<file path="src/cwos_regs.vh">
// constants for the configuration word loader and its timers
`ifndef CWOS_REGS_VH
`define CWOS_REGS_VH
`define CWOS_CFG_ADDR 14'h2007
`define CWOS_CFG_SPACE_LO 14'h2000
`define CWOS_CFG_SPACE_HI 14'h3fff
`define CWOS_CFG_WIDTH 14
`define CWOS_CFG_ERASED 14'h3fff
`define CWOS_CFG_IMPL_MASK 14'h31ff
`define CWOS_BG_HI 13
`define CWOS_BG_LO 12
`define CWOS_DATA_PROT_BIT 8
`define CWOS_PROG_PROT_BIT 7
`define CWOS_BROWNOUT_BIT 6
`define CWOS_RESET_PIN_BIT 5
`define CWOS_POWERUP_BIT 4
`define CWOS_WATCHDOG_BIT 3
`define CWOS_OSC_HI 2
`define CWOS_OSC_LO 0
`define CWOS_OSC_RC_DIVIDED_CLOCK_OUT 3'h7
`define CWOS_OSC_RC_IO 3'h6
`define CWOS_OSC_INT_DIVIDED_CLOCK_OUT 3'h5
`define CWOS_OSC_INT_IO 3'h4
`define CWOS_OSC_EXT_CLOCK 3'h3
`define CWOS_OSC_HS 3'h2
`define CWOS_OSC_XT 3'h1
`define CWOS_OSC_LP 3'h0
`define CWOS_POWERUP_DELAY_MS 72
`define CWOS_CLOCK_MHZ 250
`define CWOS_OST_CYCLES 1024
`define CWOS_CLKDIV_HALF 2'h1
`endif
</file>
<file path="src/cwos_config_loader.v">
// configuration word store, decode, reset timers, clock out and wake logic
`timescale 1ns/1ps
`default_nettype none
`include "cwos_regs.vh"
module cwos_config_loader #(
    parameter POWERUP_CYCLES = `CWOS_POWERUP_DELAY_MS *
        `CWOS_CLOCK_MHZ * 1000,
    parameter OST_CYCLES = `CWOS_OST_CYCLES,
    parameter TW = 25
) (
    // clock and reset
    input wire clock_i,
    input wire rst_b_i,
    // programming port
    input wire prog_mode_i,
    input wire [13:0] prog_addr_i,
    input wire prog_write_i,
    input wire [13:0] prog_wdata_i,
    output reg [13:0] prog_rdata_o,
    output wire prog_erase_prog_o,
    output wire prog_erase_data_o,
    // power and reset events
    input wire power_on_i,
    input wire brownout_i,
    // pins
    input wire reset_or_input_pin_i,
    input wire osc_input_pin_i,
    output reg osc_output_pin_o,
    output wire osc_output_pin_oe_o,
    // sleep and wake sources
    input wire sleep_req_i,
    input wire watchdog_wake_i,
    input wire irq_enabled_i,
    // decoded settings
    output reg [1:0] bandgap_trim_o,
    output reg data_protect_n_o,
    output reg program_protect_n_o,
    output reg brownout_detect_on_o,
    output reg reset_pin_select_o,
    output reg powerup_delay_enable_n_o,
    output reg watchdog_on_o,
    output reg [2:0] osc_select_o,
    output reg resistor_capacitor_mode_o,
    output reg internal_osc_mode_o,
    output reg crystal_mode_o,
    output reg external_clock_mode_o,
    output reg ext_clock_on_input_o,
    // device state
    output wire device_reset_o,
    output wire internal_osc_stop_o,
    output reg sleeping_o
);
    ////////////////////////////////////////////////////////////////////////
    // helpers
    function is_cfg_space;
        input [13:0] a;
        begin
            is_cfg_space = (a >= `CWOS_CFG_SPACE_LO) &&
                (a <= `CWOS_CFG_SPACE_HI);
        end
    endfunction

    function rc_or_int;
        input [2:0] m;
        begin
            rc_or_int = m[2];
        end
    endfunction

    // the three crystal codes; external clock code excluded
    function is_crystal;
        input [2:0] m;
        begin
            is_crystal = !m[2] && (m != `CWOS_OSC_EXT_CLOCK);
        end
    endfunction

    ////////////////////////////////////////////////////////////////////////
    // non-volatile word, erased state is all ones in the implemented bits
    reg [13:0] nv_word_reg;
    reg [13:0] nv_word_next;
    reg erase_prog_reg;
    reg erase_data_reg;
    wire cfg_hit;
    wire cfg_write;

    // writes only in programming mode and only inside config space
    assign cfg_hit = prog_mode_i && is_cfg_space(prog_addr_i);
    assign cfg_write = cfg_hit && prog_write_i &&
        (prog_addr_i == `CWOS_CFG_ADDR);

    // unimplemented bits forced to zero on every store
    always @*
    begin
        nv_word_next = nv_word_reg;
        if (cfg_write)
            nv_word_next = prog_wdata_i & `CWOS_CFG_IMPL_MASK;
    end

    // nvm content is not reset by the pin; reset leaves it erased-blank
    always @(posedge clock_i or negedge rst_b_i)
    begin
        if (!rst_b_i)
            nv_word_reg <= `CWOS_CFG_ERASED & `CWOS_CFG_IMPL_MASK;
        else
            nv_word_reg <= nv_word_next;
    end

    // protection going from on to off wipes the protected array
    always @(posedge clock_i or negedge rst_b_i)
    begin
        if (!rst_b_i)
        begin
            erase_prog_reg <= 1'b0;
            erase_data_reg <= 1'b0;
        end
        else
        begin
            erase_data_reg <= cfg_write &&
                !nv_word_reg[`CWOS_DATA_PROT_BIT] &&
                prog_wdata_i[`CWOS_DATA_PROT_BIT];
            erase_prog_reg <= cfg_write &&
                !nv_word_reg[`CWOS_PROG_PROT_BIT] &&
                prog_wdata_i[`CWOS_PROG_PROT_BIT];
        end
    end
    assign prog_erase_prog_o = erase_prog_reg;
    assign prog_erase_data_o = erase_data_reg;

    // readback: config word at its address, rest of space reads zero
    always @(posedge clock_i or negedge rst_b_i)
    begin
        if (!rst_b_i)
            prog_rdata_o <= 14'h0000;
        else if (cfg_hit && prog_addr_i == `CWOS_CFG_ADDR)
            prog_rdata_o <= nv_word_reg;
        else
            prog_rdata_o <= 14'h0000;
    end

    ////////////////////////////////////////////////////////////////////////
    // reset sequencing, one-hot
    localparam ST_LOAD = 4'h1;
    localparam ST_POWERUP = 4'h2;
    localparam ST_START = 4'h4;
    localparam ST_RUN = 4'h8;
    reg [3:0] state_reg;
    reg [3:0] state_next;
    reg pwr_start;
    reg ost_start;
    wire pwr_busy;
    wire ost_busy;
    wire ext_reset;
    wire latch_cfg;
    wire [2:0] nv_osc;
    reg from_power_reg;

    // external reset only counts when the pin is selected as reset
    assign ext_reset = reset_pin_select_o && !reset_or_input_pin_i;
    assign nv_osc = nv_word_reg[`CWOS_OSC_HI:`CWOS_OSC_LO];

    // a pin reset must not replay the 72 ms delay, so remember the cause
    always @(posedge clock_i or negedge rst_b_i)
    begin
        if (!rst_b_i)
            from_power_reg <= 1'b1;
        else if (power_on_i)
            from_power_reg <= 1'b1;
        else if (ext_reset)
            from_power_reg <= 1'b0;
    end

    always @*
    begin
        state_next = state_reg;
        pwr_start = 1'b0;
        ost_start = 1'b0;
        case (state_reg)
            ST_LOAD:
            begin
                // power-up timer runs only after power-on or brown-out
                if ((!nv_word_reg[`CWOS_POWERUP_BIT] && from_power_reg) ||
                    brownout_i)
                begin
                    state_next = ST_POWERUP;
                    pwr_start = 1'b1;
                end
                else
                begin
                    state_next = ST_START;
                    ost_start = is_crystal(nv_osc);
                end
            end
            ST_POWERUP:
                if (!pwr_busy)
                begin
                    state_next = ST_START;
                    ost_start = is_crystal(osc_select_o);
                end
            ST_START:
                if (!ost_busy)
                    state_next = ST_RUN;
            ST_RUN:
                state_next = ST_RUN;
            default:
                state_next = ST_LOAD;
        endcase
        // brown-out with detection on restarts with the 72 ms hold
        if (brownout_detect_on_o && brownout_i)
        begin
            state_next = ST_POWERUP;
            pwr_start = 1'b1;
            ost_start = 1'b0;
        end
        else if (power_on_i || ext_reset)
            state_next = ST_LOAD;
    end

    always @(posedge clock_i or negedge rst_b_i)
    begin
        if (!rst_b_i)
            state_reg <= ST_LOAD;
        else
            state_reg <= state_next;
    end

    // brown-out enable plus brown-out starts this timer whatever the power-up enable bit
    cwos_delay_timer #(.WIDTH(TW)) u_powerup_delay_timer (
        .clock_i(clock_i),
        .rst_b_i(rst_b_i),
        .start_i(pwr_start),
        .length_i(POWERUP_CYCLES[TW-1:0]),
        .busy_o(pwr_busy)
    );

    // stands in for crystal stabilisation detection
    cwos_delay_timer #(.WIDTH(TW)) u_osc_startup_timer (
        .clock_i(clock_i),
        .rst_b_i(rst_b_i),
        .start_i(ost_start),
        .length_i(OST_CYCLES[TW-1:0]),
        .busy_o(ost_busy)
    );

    assign device_reset_o = (state_reg != ST_RUN);
    assign latch_cfg = (state_reg == ST_LOAD);

    ////////////////////////////////////////////////////////////////////////
    // settings latched while in the load state, frozen while running
    always @(posedge clock_i or negedge rst_b_i)
    begin
        if (!rst_b_i)
        begin
            bandgap_trim_o <= 2'h3;
            data_protect_n_o <= 1'b1;
            program_protect_n_o <= 1'b1;
            brownout_detect_on_o <= 1'b1;
            reset_pin_select_o <= 1'b1;
            powerup_delay_enable_n_o <= 1'b1;
            watchdog_on_o <= 1'b1;
            osc_select_o <= `CWOS_OSC_RC_DIVIDED_CLOCK_OUT;
        end
        else if (latch_cfg)
        begin
            bandgap_trim_o <= nv_word_reg[`CWOS_BG_HI:`CWOS_BG_LO];
            data_protect_n_o <= nv_word_reg[`CWOS_DATA_PROT_BIT];
            program_protect_n_o <= nv_word_reg[`CWOS_PROG_PROT_BIT];
            brownout_detect_on_o <= nv_word_reg[`CWOS_BROWNOUT_BIT];
            reset_pin_select_o <= nv_word_reg[`CWOS_RESET_PIN_BIT];
            powerup_delay_enable_n_o <= nv_word_reg[`CWOS_POWERUP_BIT];
            watchdog_on_o <= nv_word_reg[`CWOS_WATCHDOG_BIT];
            osc_select_o <= nv_word_reg[`CWOS_OSC_HI:`CWOS_OSC_LO];
        end
    end

    // mode decode from the latched select
    always @(posedge clock_i or negedge rst_b_i)
    begin
        if (!rst_b_i)
        begin
            resistor_capacitor_mode_o <= 1'b0;
            internal_osc_mode_o <= 1'b0;
            crystal_mode_o <= 1'b0;
            external_clock_mode_o <= 1'b0;
            ext_clock_on_input_o <= 1'b0;
        end
        else
        begin
            resistor_capacitor_mode_o <= (osc_select_o[2:1] == 2'h3);
            internal_osc_mode_o <= (osc_select_o[2:1] == 2'h2);
            external_clock_mode_o <=
                (osc_select_o == `CWOS_OSC_EXT_CLOCK);
            crystal_mode_o <= is_crystal(osc_select_o);
            // a driven clock on the input pin is accepted in crystal modes
            ext_clock_on_input_o <= is_crystal(osc_select_o) &&
                osc_input_pin_i;
        end
    end

    // internal oscillator halted while external reset is held
    assign internal_osc_stop_o = ext_reset && rc_or_int(osc_select_o);

    ////////////////////////////////////////////////////////////////////////
    // clock out: core clock divided by four on the output pin
    reg [1:0] div_reg;
    wire divided_clock_out_sel;
    assign divided_clock_out_sel = (osc_select_o == `CWOS_OSC_RC_DIVIDED_CLOCK_OUT) ||
        (osc_select_o == `CWOS_OSC_INT_DIVIDED_CLOCK_OUT);
    assign osc_output_pin_oe_o = divided_clock_out_sel && !device_reset_o;

    always @(posedge clock_i or negedge rst_b_i)
    begin
        if (!rst_b_i)
        begin
            div_reg <= 2'h0;
            osc_output_pin_o <= 1'b0;
        end
        else
        begin
            // toggle every second cycle gives a period of four cycles
            div_reg <= (div_reg == `CWOS_CLKDIV_HALF) ? 2'h0 :
                div_reg + 2'h1;
            if (div_reg == `CWOS_CLKDIV_HALF)
                osc_output_pin_o <= !osc_output_pin_o;
        end
    end

    ////////////////////////////////////////////////////////////////////////
    // sleep: entered on request, left on external reset, device reset, watchdog wake or interrupt
    always @(posedge clock_i or negedge rst_b_i)
    begin
        if (!rst_b_i)
            sleeping_o <= 1'b0;
        else if (ext_reset || device_reset_o ||
            (watchdog_wake_i && watchdog_on_o) || irq_enabled_i)
            sleeping_o <= 1'b0;
        else if (sleep_req_i)
            sleeping_o <= 1'b1;
    end
    // watchdog counter itself lives in its own rc domain outside this block
endmodule // cwos_config_loader
`default_nettype wire

</file>
<file path="src/cwos_delay_timer.v">
// one-shot reset-extension delay counter
`timescale 1ns/1ps
`default_nettype none
module cwos_delay_timer #(
    parameter WIDTH = 25
) (
    // clock and reset
    input wire clock_i,
    input wire rst_b_i,
    // control
    input wire start_i,
    input wire [WIDTH-1:0] length_i,
    // status
    output wire busy_o
);
    reg [WIDTH-1:0] count_reg;
    // load on start, count down to zero; busy while nonzero
    always @(posedge clock_i or negedge rst_b_i)
    begin
        if (!rst_b_i)
            count_reg <= {WIDTH{1'b0}};
        else if (start_i)
            count_reg <= length_i;
        else if (count_reg != {WIDTH{1'b0}})
            count_reg <= count_reg - {{(WIDTH-1){1'b0}}, 1'b1};
    end
    assign busy_o = start_i || (count_reg != {WIDTH{1'b0}});
endmodule // cwos_delay_timer
`default_nettype wire

</file>
<file path="config.mk">
export PLATFORM = sky130hd
export DESIGN_NAME = cwos_config_loader
export DESIGN_NICKNAME = d
export VERILOG_FILES = /design/src/cwos_config_loader.v /design/src/cwos_delay_timer.v
export VERILOG_INCLUDE_DIRS = /design/src
export SDC_FILE = /design/constraint.sdc
export NUM_CORES = 1
export LEC_CHECK = 0
export BUFFER_PORTS_ARGS = -buffer_cell sky130_fd_sc_hd__buf_4
export CAP_MARGIN = 20
export CORE_MARGIN = 3
export CORE_UTILIZATION = 61
export DETAILED_ROUTE_END_ITERATION = 6
export MAX_ROUTING_LAYER = met4
export PLACE_DENSITY_LB_ADDON = 0.12
export SKIP_CTS_REPAIR_TIMING = 1
export SLEW_MARGIN = 40
export SYNTH_ARGS = -nofsm -noshare
export SYNTH_HDL_FRONTEND = slang
export SYNTH_SLANG_ARGS = --single-unit
</file>
<file path="constraint.sdc">
create_clock -name clock_i -period 3.46 [get_ports clock_i]
set_input_delay 0.173 -clock clock_i [delete_from_list [all_inputs] [get_ports clock_i]]
set_output_delay 0.173 -clock clock_i [all_outputs]
set_load 0.01 [all_outputs]
</file>
## After elaboration in Yosys (flattened, before gate mapping)

Cells that the tools add are included.

- Output and inout bits: 37
- Register bits after elaboration: 102
- Logic and storage cells: 109
- Bits of input ports: 39

- Reduce and logical (&&, ||, !) cells: 41
- $lt $le $gt $ge: 2
- Eq/ne operators: 16
- $add $sub $neg: 3
- Muxes and demuxes: 23

Operators by type and width:

| operator | number |
|---|---|
| $mux W25 | 4 |
| $reduce_bool A25 Y1 | 2 |
| $sub A25 B1 Y25 const B | 2 |
| $logic_and A1 B1 Y1 | 18 |
| $mux W4 | 4 |
| $pmux W4 S4 | 1 |
| $eq A14 B14 Y1 const B | 1 |
| $ge A14 B14 Y1 const B | 1 |
| $le A14 B14 Y1 const B | 1 |
| $mux W14 | 1 |
| $ne A4 B4 Y1 const B | 3 |
| $mux W1 | 10 |
| $logic_not A1 Y1 | 8 |
| $logic_or A1 B1 Y1 | 8 |
| $reduce_bool A2 Y1 | 4 |
| $eq A3 B3 Y1 const B | 2 |
| $ne A3 B2 Y1 const B | 2 |
| $eq A2 B2 Y1 const B | 2 |
| $eq A4 B1 Y1 const B | 1 |
| $eq A4 B2 Y1 const B | 1 |
| $eq A4 B3 Y1 const B | 1 |
| $eq A4 B4 Y1 const B | 1 |
| $eq A3 B2 Y1 const B | 1 |
| $mux W3 | 1 |
| 5 further kinds | 5 |

## Longest topological paths before layout

Gate-level depths: netlist of run 1.

- Word-level depth: 15
- Mapped depth: 8
- Depth with buffers taken out: 7

## Modules after synthesis

Synthesis of run 1 repeated with hierarchy kept, for this count alone.

- Cell total of the unflattened synthesis: 521
- Area, all modules: 5381.4 um2

Modules (own cells, without submodules):

| module | times used | area an instance (um2) | cells each | sequential area each (um2) |
|---|---|---|---|---|
| cwos_delay_timer | 2 | 1686.6 | 186 | 625.6 |
| cwos_config_loader | 1 | 2008.2 | 149 | 1256.2 |

## Worst setup path before layout of run 1

Ideal clock, no wire load.

- Path type: register to register
- From: reg u_osc_startup_timer.count_reg[0]
- To: reg u_osc_startup_timer.count_reg[19]
- Library setup time: 0.119 ns
- Setup slack: 1.326 ns
- Path buffers: 1
- Clock period less this slack: 2.134 ns
- Cell stages (with the launch flop): 9
- Arrival time: 2.015 ns
- Required time: 3.341 ns
- Cells stage by stage: dfrtp_1 -> inv_1 -> ha_1 -> nor3b_1 -> nand2_1 -> o311ai_2 -> buf_2 -> nor3_1 -> o21ba_2

- Word-level cells in the longest chain between the ends: 3
- Elaborated cells between the ends (all ways): 5
- Classes of those cells: add/sub (1); mux (2); reduce/logical (2)

RTL lines:

| element | line | RTL |
|---|---|---|
| start: declaration | cwos_delay_timer.v:16 | `reg [WIDTH-1:0] count_reg;` |
| start signal: assignment | cwos_delay_timer.v:21 | `count_reg <= {WIDTH{1'b0}};` |
| start signal: assignment | cwos_delay_timer.v:23 | `count_reg <= length_i;` |
| start signal: assignment | cwos_delay_timer.v:25 | `count_reg <= count_reg - {{(WIDTH-1){1'b0}}, 1'b1};` |
| $sub A25 B1 Y25 | cwos_delay_timer.v:25 |  |
| $mux W25 | cwos_delay_timer.v:24 | `else if (count_reg != {WIDTH{1'b0}})` |
| $mux W25 | cwos_delay_timer.v:22 | `else if (start_i)` |

Parallel ways exist; a longest one is shown, timed or not. The select of a mux whose other input is x is not followed.
A chain may end at the register's enable or synchronous reset.

## Worst setup path after layout of run 1

- From: reg u_powerup_delay_timer.count_reg[0]
- To: reg u_powerup_delay_timer.count_reg[10]

- Word-level cells in the longest chain between the ends: 3
- Elaborated cells between the ends (all ways): 5
- Classes of those cells: add/sub (1); mux (2); reduce/logical (2)

RTL lines:

| element | line |
|---|---|
| start: declaration | cwos_delay_timer.v:16 |
| start signal: assignment | cwos_delay_timer.v:21 |
| start signal: assignment | cwos_delay_timer.v:23 |
| start signal: assignment | cwos_delay_timer.v:25 |
| $sub A25 B1 Y25 | cwos_delay_timer.v:25 |
| $mux W25 | cwos_delay_timer.v:24 |
| $mux W25 | cwos_delay_timer.v:22 |

Parallel ways exist; a longest one is shown, timed or not. The select of a mux whose other input is x is not followed.

==> impl_results.md, run 1 <==
- Skew final: 0.0107 ns
- Layout overhead on the synthesized area: 19.2%
- CTS buffer count: 9
- CP Launch Type: register
- Critical-path cell list: inv_1, ha_1, nor2b_1, o21ai_0, buf_4, or4b_2, a21oi_1
- H-Tree Depth: 3
- CTS clk-pin slew, worst paths: 0.11 ns
- Delay-heaviest family, CP: simple AND/OR/NAND/NOR gates
- Slew HR: 0.528
- # fillers: 514
- Routed len/inst: 16.1 µm
- Top FF cell, synth: dfrtp_1
- Cell Pwr Density: 508 mW/mm²
- Critical path arrival: 2.88 ns
- Largest net degree at the start of global routing: 71
- R2R cell count: 7
- Origin of the critical flop-to-flop path: u_powerup_delay_timer.count_reg[0]
- Share of cells above drive strength 1: 0.285
- Sequential-to-total area share from yosys stat: 0.536
- Iter 0 DRT Violations: 162
- DR pass1 iterations: 5
- Worst path slowest cell: or4b_2
- FP Rows: 31
- Initial core utilization: 0.638
- Yosys reg bits: 99
- Share of the synthesized area in the top cell type: 0.401
- Placed cells: 617
- Worst Hold End: sleeping_o
- First-pass GRT wire length: 16900 µm
- Outcome: completed
- Fin area: 0.00557 mm²
- EDFF count, synth: 0
- Final WL: 10300 µm
- Clock tree sinks: 99
- Final cell count without fillers: 636
- Die W: 93.6 µm
- Drt drc: 0
- Fin. Hold Viols: 0
- Top area cells in the synthesized netlist: dfrtp_1 40%, dfstp_2 13%, nand2_1 4.2%
- Netlist cell types: 55
- Reg2reg end: u_powerup_delay_timer.count_reg[10]
- DIE HEIGHT: 93.6 µm
- Ports: 76
- Via count: 3783
- Clock root cell: clkbuf_8
- Mean post-synth cell area: 10.3 µm²
- Fin nets: 574
- Slew @ Worst Pin: 0.707 ns
- Longest Clk Path Bufs: 2
- Slew Viols, Final: 0
- Max VDD drop: 0.226 mV
- Yosys top cell by area: dfrtp_1
- Setup CP Type: register to register
- Synth async-reset ratio: 1.00
- CTS tree: built
- Worst Hold Depth: 2
- Min-delay worst type: input port to register
- Grt ovf: 0
- Post-route setup slack: 0.877 ns
- CP bufs+invs: 2
- Setup crit end kind: register
- Antenna fix cells: 0
- Core footprint: 0.00733 mm²
- RSZ-0062 raised after global routing: false
- Pleak: 0.00242 µW
- Crit path required time: 3.76 ns
- # port buffers: 69
- Die Area: 0.00875 mm²
- Upper clock frequency limit: 0.387 GHz
- Worst-Skew Late Latency: 0.37 ns
- Synth Instances: 455
- Final Cycle Share: 0.747
- Synthesis Warnings: 0
- Avg Vias per Cell: 5.95
- Final min period: 2.58 ns
- Initial antenna violation count: 0
- Hold Startpoint: watchdog_wake_i
- Maxcap violations: 0
- CP max stage delay: 0.60 ns
- Worst R2R Setup Slack: 0.88 ns
- Antenna Nets Post-Route: 0
- Dpl hpwl: 7130 µm
- Setup Total Neg Slack: 0 ns
- GRT Util Overall: 0.252
- Number of global-route vias before repair: 3655
- GP Congestion: 0.901
- # setup viols final: 0
- Post-place setup slack: 0.956 ns
- Crit-path max FO: 7
- Placement Cell Area: 0.00532 mm²
- Synthesized area: 0.00468 mm²
[cells in the final DEF, fill, tap and decap left out, drive strengths merged, types with 12 or more instances in the layout]
master	Yosys	final
a21oi	21	21
and2	14	14
buf	11	80
dfrtp	75	75
dfstp	24	24
inv	7	12
nand2	52	52
nor2	36	36
nor3	15	15
nor4	15	15
o211ai	13	13
o21ai	16	16
o31ai	12	12
or4	15	15
xor2	19	19
[metrics by stage]
| step | utilization | total power [µW] | hold slack, ns |
|---|---|---|---|
| 2_1_floorplan | - | 1870 | -0.123 |
| 3_3_place_gp | 0.726 | 2050 | 0.339 |
| 3_5_place_dp | 0.726 | 2090 | 0.218 |
| 4_1_cts | 0.754 | 2840 | -0.193 |
| 5_1_grt | 0.760 | 3000 | 0.00727 |
| 6_report | 0.760 | 2830 | 0.00177 |
[per-layer routing]
layer	share of wire	global-route usage
met5	0	-
met1	0.42	0.315
met4	0.015	0.0794
met3	0.047	0.0475
met2	0.52	0.419
[kinds of logic (layout without fill, tap and decap cells)]
logic type | Yosys count | after routing | synth area share
xor gates and xnor gates | 23 | 23 | 0.0431
and+or+nand+nor | 210 | 210 | 0.242
buffers and inverters | 26 | 106 | 0.0257
AOI/OAI and AO/OA | 81 | 81 | 0.115
muxes | 12 | 12 | 0.0286
adders and majority gates | 3 | 3 | 0.00803
DFF | 99 | 99 | 0.536
other | 1 | 3 | 0.000802
[power breakdown]
group | leakage (µW) | internal, µW | total [µW] | switching (µW)
registers | 0.00119 | 1280 | 1430 | 151
clock network | 0.000104 | 305 | 750 | 445
logic | 0.00112 | 269 | 651 | 382
total | 0.00242 | 1850 | 2830 | 978
[cell usage after synthesis (all sizes together) (2+ instances only)]
master,count
a21boi,2
a21o,2
a21oi,21
a31oi,2
and2,14
buf,11
clkbuf,8
dfrtp,75
dfstp,24
ha,3
inv,7
mux2,11
nand2,52
nand2b,8
nand3,8
nand3b,2
nand4,8
nand4b,2
nor2,36
nor2b,7
nor3,15
nor3b,4
nor4,15
nor4b,2
o211ai,13
o21a,3
o21ai,16
o31ai,12
o41ai,2
or2,6
or3,11
or4,15
or4b,3
xnor2,4
xor2,19
[final cells by class]
cell class	instances	area [µm²]	share of cell area
clock buffers	10	138	0.0247
clock inverters	6	65.1	0.0117
inverters	7	26.3	0.00472
multi-input cells	332	2080	0.373
flip-flops and latches	99	2510	0.450
well taps	99	124	0.0222
repair buffers	83	634	0.114
[worst max-delay path by stage]
| stage | startpoint | cells after the start | end |
|---|---|---|---|
| 3_3_place_gp | u_powerup_delay_timer.count_reg[0] | 7 | u_powerup_delay_timer.count_reg[10] |
| 6_report | u_powerup_delay_timer.count_reg[0] | 7 | u_powerup_delay_timer.count_reg[10] |
| 2_1_floorplan | u_osc_startup_timer.count_reg[0] | 8 | u_osc_startup_timer.count_reg[19] |
| 3_5_place_dp | state_reg[0] | 6 | u_osc_startup_timer.count_reg[19] |
| 4_1_cts | u_powerup_delay_timer.count_reg[0] | 7 | u_powerup_delay_timer.count_reg[10] |
| 5_1_grt | u_powerup_delay_timer.count_reg[0] | 7 | u_powerup_delay_timer.count_reg[10] |
[worst register-to-register path, delay by kind of cell, from the launching register on]
kind | cells | cell delay, ns
fa+ha+maj | 1 | 0.16
simple gates | 2 | 1.02
compound gates | 2 | 0.54
flops | 1 | 0.42
buf+inv | 2 | 0.37
Power figures use the tool's default switching activity.
==> inputs of run 2 (changes only) <==
ABC_AREA = 1   (was not set)
CORE_UTILIZATION = 52   (was 61)
clock period = 2.1 ns   (was 3.46 ns; I/O delays follow)
==> impl_results.md, run 2 <==
- DR pass1 iterations: 6 (+1)
- Antenna Nets Post-Route: 0 (unchanged)
- # port buffers: 69 (unchanged)
- Fin. Hold Viols: 0 (unchanged)
- Synthesized area: 0.00513 mm² (+9.7%)
- CTS buffer count: 9 (unchanged)
- Sw frac: 0.378 (+0.0327)
- Dpl hpwl: 7920 µm (+11%)
- Largest net degree at the start of global routing: 100 (+41%)
- H-Tree Depth: 3 (unchanged)
- Power share of the clock group: 0.242 (-0.023)
- Via count: 4179 (+10%)
- First-pass GRT wire length: 18400 µm (+8.8%)
- Die Area: 0.0111 mm² (+27%)
- Iter 0 DRT Violations: 262 (+62%)
- Final min period: 1.85 ns (-0.729 ns)
- Worst-Skew Late Latency: 0.38 ns (about the same)
- Crit-path max FO: 7 (unchanged)
- Count leader, synth: nor2_1
- Final Cycle Share: 0.883 (+0.136)
- Top FF cell, synth: dfrtp_1
- Hold Startpoint: brownout_i
- Worst Hold End: state_reg[0]
- Flop pwr share: 0.467 (-0.038)
- EDFF count, synth: 0 (unchanged)
- CTS tree: built
- Maxcap violations: 0 (unchanged)
- Origin of the critical flop-to-flop path: u_osc_startup_timer.count_reg[0]
- Setup Total Neg Slack: 0 ns (unchanged)
- GP Congestion: 0.890 (-1.2%)
- Slew HR: 0.639 (+0.111)
- Multi-input gate area: 0.00220 mm² (+6.0%)
- Final WL: 10900 µm (+6.6%)
- Crit path from: u_osc_startup_timer.count_reg[0]
- Upper clock frequency limit: 0.539 GHz (+39%)
- Avg Vias per Cell: 5.04 (-15%)
- Initial core utilization: 0.545 (-0.0931)
- FF+latch area: 0.00251 mm² (unchanged)
- Main combinational cell family by area after synthesis: simple AND/OR/NAND/NOR gates
- Synth async-reset ratio: 1.00 (unchanged)
- CP bufs+invs: 1 (-1)
- Crit path required time: 2.38 ns (-1.38 ns)
- Delay-heaviest family, CP: simple AND/OR/NAND/NOR gates
- Skew final: 0.0166 ns (+0.00588 ns)
- Clock tree sinks: 99 (unchanged)
- Initial antenna violation count: 0 (unchanged)
- Critical path arrival: 2.13 ns (-0.75 ns)
- Share of the synthesized area in the top cell type: 0.366 (-0.0354)
- Synthesis Warnings: 0 (unchanged)
- FP Rows: 35 (+13%)
- RSZ-0062 raised after global routing: false
- Antenna fix cells: 0 (unchanged)
- DIE HEIGHT: 105 µm (+13%)
- Ports: 76 (unchanged)
- Most common cell after layout, fill and taps aside: nor2_1
- Top area cells in the synthesized netlist: dfrtp_1 37%, dfstp_2 12%, nor2_1 7.8%
- Routed len/inst: 13.2 µm (-18%)
- GRT Util Overall: 0.211 (-0.0409)
- P_sw: 1890 µW (+93%)
- # setup viols final: 0 (unchanged)
- CP max stage delay: 0.39 ns (-0.21 ns)
- Post-synthesis simple-gate area fraction: 0.296 (+0.0535)
- Setup crit end kind: register
- R2R cell count: 10 (+3)
- Post-synthesis mux area share: 0.0198 (-0.00887)
- Core footprint: 0.00942 mm² (+28%)
- Number of global-route vias before repair: 4079 (+12%)
- Min-delay worst type: input port to register
- Longest Clk Path Bufs: 2 (unchanged)
- Commonest non-fill, non-tap cells in the layout: 106 x nor2_1, 93 x nand2_1, 87 x inv_1, 75 x dfrtp_1, 73 x buf_4
- Synth Instances: 604 (+33%)
- Combinational share of power: 0.292 (+0.062)
- Finished Core Util: 0.652 (-0.108)
- # fillers: 786 (+53%)
- Xor-xnor portion of the synthesized cell area: 0.0512 (+0.00815)
- Worst R2R Setup Slack: 0.25 ns (-0.63 ns)
- Outcome: completed
- Reg2reg end: u_osc_startup_timer.count_reg[8]
- Clock root cell: clkbuf_8
- Slew Viols, Final: 0 (unchanged)
- Mean post-synth cell area: 8.49 µm² (-17%)
- Critical-path cell list: inv_1, ha_1, nand2_2, nor2_4, nand3_4, nor2_8, nor2_2, nand2_1, xor2_1, nor2_1
- Slew @ Worst Pin: 0.542 ns (-0.165 ns)
- Commonest cells in the netlist: 106 x nor2_1, 93 x nand2_1, 87 x inv_1, 75 x dfrtp_1, 26 x nor3_1
- Worst path slowest cell: dfrtp_1
- Layout overhead on the synthesized area: 19.8%
- Drt drc: 0 (unchanged)
- Worst Hold Depth: 4 (+2)
- Compound-Gate Fraction of Synth Area: 0.0532 (-0.0621)
- Yosys top cell by area: dfrtp_1
- CP Launch Type: register
- Pleak: 0.00300 µW (+24%)
- Sequential-to-total area share from yosys stat: 0.489 (-0.0474)
- Die W: 105 µm (+13%)
- Cell Pwr Density: 812 mW/mm² (+60%)
- Yosys reg bits: 99 (unchanged)
- Adder-cell share of the synthesized area: 0.00732 (-0.000709)
- Setup CP Type: register to register
- Max VDD drop: 0.506 mV (+120%)
- Internal: 3100 µW (+67%)
- Share of cells above drive strength 1: 0.250 (-0.0349)
- Netlist cell types: 46 (-16%)
- Fin nets: 737 (+28%)
- Grt ovf: 0 (unchanged)
- CTS clk-pin slew, worst paths: 0.11 ns (about the same)
## run 2: cell count changes in the layout (fill, tap and decap cells not counted), moves of 13 or more
cell | before | now
or4_1 | 13 | 0
nor2_2 | 0 | 13
dlygate4sd3_1 | 3 | 16
nor2_1 | 36 | 106
inv_1 | 7 | 87
nand2_1 | 52 | 93
## run 2: per-stage QoR
stage / instance area (µm²) / hold WS (ns) / setup slack [ns] / cells / total power, µW
floorplan: 5140 / -0.191 / 0.438 / 606 / 3360
global route: 6140 / 0.0243 / 0.0488 / 829 / 5350
global placement: 5790 / 0.208 / 0.324 / 797 / 3750
detailed placement: 5790 / 0.208 / 0.260 / 797 / 3790
finish: 6140 / 0.0144 / 0.246 / 829 / 4990
CTS: 5980 / -0.218 / 0.238 / 813 / 5010
## run 2: per-layer routing
metal  up-vias  routed length, µm  track usage
met2       116               5200        0.331
li1       2083                  -            -
met3        17                636       0.0508
met4         0                179       0.0703
met1      1963               4920        0.270
met5         -                  0            -
## run 2: final cells by class
type	count	area share
Tap cell	129	0.0263
Inverter	94	0.0574
Timing Repair Buffer	90	0.119
Multi-Input combinational cell	401	0.358
Clock buffer	9	0.0202
Sequential cell	99	0.408
Clock inverter	7	0.0110
## run 2: power by group through the flow
stage	clock network (µW)	logic (µW)	registers, µW
finish	1210	1460	2330
global placement	0	1390	2350
floorplan	0	1020	2340
global route	1330	1660	2360
CTS	1250	1430	2320
detailed placement	0	1430	2360
## run 2: worst min-delay path, delay by kind of cell
kind                   cells  cell delay, ns
AND/OR/NAND/NOR            2            0.13
buffers and inverters      2            0.16
## run 2: logic make-up after synthesis
kind of cell | count (synthesis)
fa+ha+maj | 3
compound gates | 47
buf+inv | 106
flops | 99
simple gates | 309
mux | 9
xor+xnor | 30
other cells | 1
## run 2: worst max path at each step
| stage | to | slack [ns] | cells after the start |
|---|---|---|---|
| after detailed placement | u_osc_startup_timer.count_reg[8] | 0.26 | 10 |
| final | u_osc_startup_timer.count_reg[8] | 0.25 | 10 |
| after floorplan | u_osc_startup_timer.count_reg[7] | 0.44 | 10 |
| after global placement | u_powerup_delay_timer.count_reg[6] | 0.32 | 7 |
| after global routing | u_powerup_delay_timer.count_reg[20] | 0.05 | 7 |
| after CTS | u_osc_startup_timer.count_reg[8] | 0.24 | 10 |
==> inputs of run 3 (changes only) <==
CORE_ASPECT_RATIO = 1.2   (was not set)
SETUP_SLACK_MARGIN = 0.3   (was not set)
==> impl_results.md, run 3 (synthesis results as in run 2) <==
- Slew @ Worst Pin: 0.661 ns (+0.119 ns)
- Layout overhead on the synthesized area: 25.8%
- Worst R2R Setup Slack: 0.40 ns (+0.15 ns)
- CTS buffer count: 9 (unchanged)
- Fin. Hold Viols: 0 (unchanged)
- Setup crit end kind: register
- First-pass GRT wire length: 18600 µm (+0.79%)
- Crit-path max FO: 5 (-2)
- Worst-Skew Late Latency: 0.35 ns (-0.03 ns)
- Die Area: 0.0111 mm² (about the same)
- Core footprint: 0.00956 mm² (+1.6%)
- Final Cycle Share: 0.811 (-0.0719)
- GRT Util Overall: 0.211 (about the same)
- Avg Vias per Cell: 5.09 (+0.87%)
- Iter 0 DRT Violations: 214 (-18%)
- Most common cell after layout, fill and taps aside: nor2_1
- RSZ-0062 raised after global routing: true
- DR pass1 iterations: 5 (-1)
- Finished Core Util: 0.675 (+0.0223)
- Outcome: completed
- Pleak: 0.00318 µW (+6.0%)
- Min-delay worst type: input port to register
- Maxcap violations: 0 (unchanged)
- Grt ovf: 0 (unchanged)
- Clock tree sinks: 99 (unchanged)
- Worst Hold End: prog_erase_prog_o
- Slew Viols, Final: 0 (unchanged)
- Origin of the critical flop-to-flop path: u_powerup_delay_timer.count_reg[21]
- Critical path arrival: 1.94 ns (-0.19 ns)
- Fin nets: 749 (+1.6%)
- Final WL: 11400 µm (+4.1%)
- Commonest non-fill, non-tap cells in the layout: 104 x nor2_1, 90 x nand2_1, 86 x buf_4, 84 x inv_1, 74 x dfrtp_1
- Initial core utilization: 0.536 (-0.00848)
- Cell Pwr Density: 887 mW/mm² (+9.2%)
- Final min period: 1.70 ns (-0.151 ns)
- FP Rows: 39 (+11%)
- Antenna fix cells: 0 (unchanged)
- Largest net degree at the start of global routing: 52 (-48%)
- Worst Hold Depth: 3 (-1)
- Die W: 96.7 µm (-8.2%)
- Routed len/inst: 13.6 µm (+3.4%)
- Crit path required time: 2.34 ns (-0.04 ns)
- Upper clock frequency limit: 0.587 GHz (+8.9%)
- Max VDD drop: 0.504 mV (-0.39%)
- Clock root cell: clkbuf_16
- Hold Startpoint: prog_wdata_i[7]
- Via count: 4246 (+1.6%)
- Initial antenna violation count: 0 (unchanged)
- CP Launch Type: register
- CTS clk-pin slew, worst paths: 0.07 ns (-0.04 ns)
- Setup CP Type: register to register
- CTS tree: built
- Drt drc: 0 (unchanged)
- Setup Total Neg Slack: 0 ns (unchanged)
- Ports: 76 (unchanged)
- Antenna Nets Post-Route: 0 (unchanged)
- Longest Clk Path Bufs: 2 (unchanged)
- Skew final: 0.00771 ns (-0.00887 ns)
- Share of cells above drive strength 1: 0.287 (+0.0365)
- # setup viols final: 0 (unchanged)
- Dpl hpwl: 7930 µm (+0.14%)
- GP Congestion: 0.911 (+2.4%)
- DIE HEIGHT: 115 µm (+9.0%)
- # port buffers: 69 (unchanged)
- Slew HR: 0.560 (-0.0793)
- Reg2reg end: u_osc_startup_timer.count_reg[22]
- R2R cell count: 8 (-2)
- Number of global-route vias before repair: 4140 (+1.5%)
- H-Tree Depth: 3 (unchanged)
run 3: cell count changes in the layout (fill, tap and decap cells not counted), sizes merged:
| cell | change |
|---|---|
| buf | +14 |
| bufinv | +1 |
| clkinv | -1 |
| clkinvlp | +2 |
| dlygate4sd3 | -3 |
| inv | -2 |
| nand4 | +1 |
run 3: worst max-delay path, stage by stage, from the launching register on:
cell     delay, ns
dfrtp_1       0.42
nor2_1        0.14
and2_1        0.18
nand3_1       0.13
nor3_4        0.20
buf_4         0.16
nand4_2       0.18
nand4_1       0.12
inv_1         0.05
run 3: worst max-delay path by stage:
| stage | start | endpoint | slack, ns | depth (start not counted) |
|---|---|---|---|---|
| after floorplan | u_osc_startup_timer.count_reg[0] | u_osc_startup_timer.count_reg[7] | 0.44 | 10 |
| after global placement | u_powerup_delay_timer.count_reg[0] | u_powerup_delay_timer.count_reg[7] | 0.34 | 7 |
| after detailed placement | u_powerup_delay_timer.count_reg[0] | u_powerup_delay_timer.count_reg[15] | 0.30 | 7 |
| after CTS | u_powerup_delay_timer.count_reg[12] | u_powerup_delay_timer.count_reg[15] | 0.29 | 6 |
| after global routing | u_powerup_delay_timer.count_reg[0] | state_reg[2] | 0.29 | 13 |
| final | u_powerup_delay_timer.count_reg[21] | u_osc_startup_timer.count_reg[22] | 0.40 | 8 |
run 3: stage by stage:
stage	hold WS, ns	total power [µW]	area (µm²)	setup slack [ns]	cells
final	0.00501	5720	6450	0.397	835
after global routing	0.0100	6070	6450	0.286	835
after CTS	-0.192	5540	6100	0.291	810
after detailed placement	0.182	3800	5790	0.295	794
after global placement	0.178	3760	5790	0.337	794
after floorplan	-0.191	3360	5140	0.438	606
run 3: cell type report:
class / count / area, µm²
sequential: 99 / 2510
clock buffer: 9 / 225
timing repair buffer: 101 / 807
fill: 804 / 3110
clock inverter: 7 / 85.1
tap: 123 / 154
multi-input combinational: 402 / 2320
inverter: 94 / 355
run 3: per-layer routing:
layer | GRT usage | up-vias | share of wire | routed length (µm)
met4 | 0.0730 | 0 | 0.014 | 157
met3 | 0.0437 | 13 | 0.056 | 640
met1 | 0.266 | 1994 | 0.44 | 4960
met2 | 0.342 | 126 | 0.49 | 5630
li1 | - | 2113 | - | -
met5 | - | - | 0 | 0
run 3: power by group:
| group | leakage [µW] | switching, µW | internal [µW] | total (µW) |
|---|---|---|---|---|
| clock | 0.000146 | 783 | 945 | 1730 |
| sequential | 0.00119 | 194 | 2140 | 2330 |
| combinational | 0.00185 | 1030 | 639 | 1670 |
| total | 0.00318 | 2000 | 3720 | 5720 |
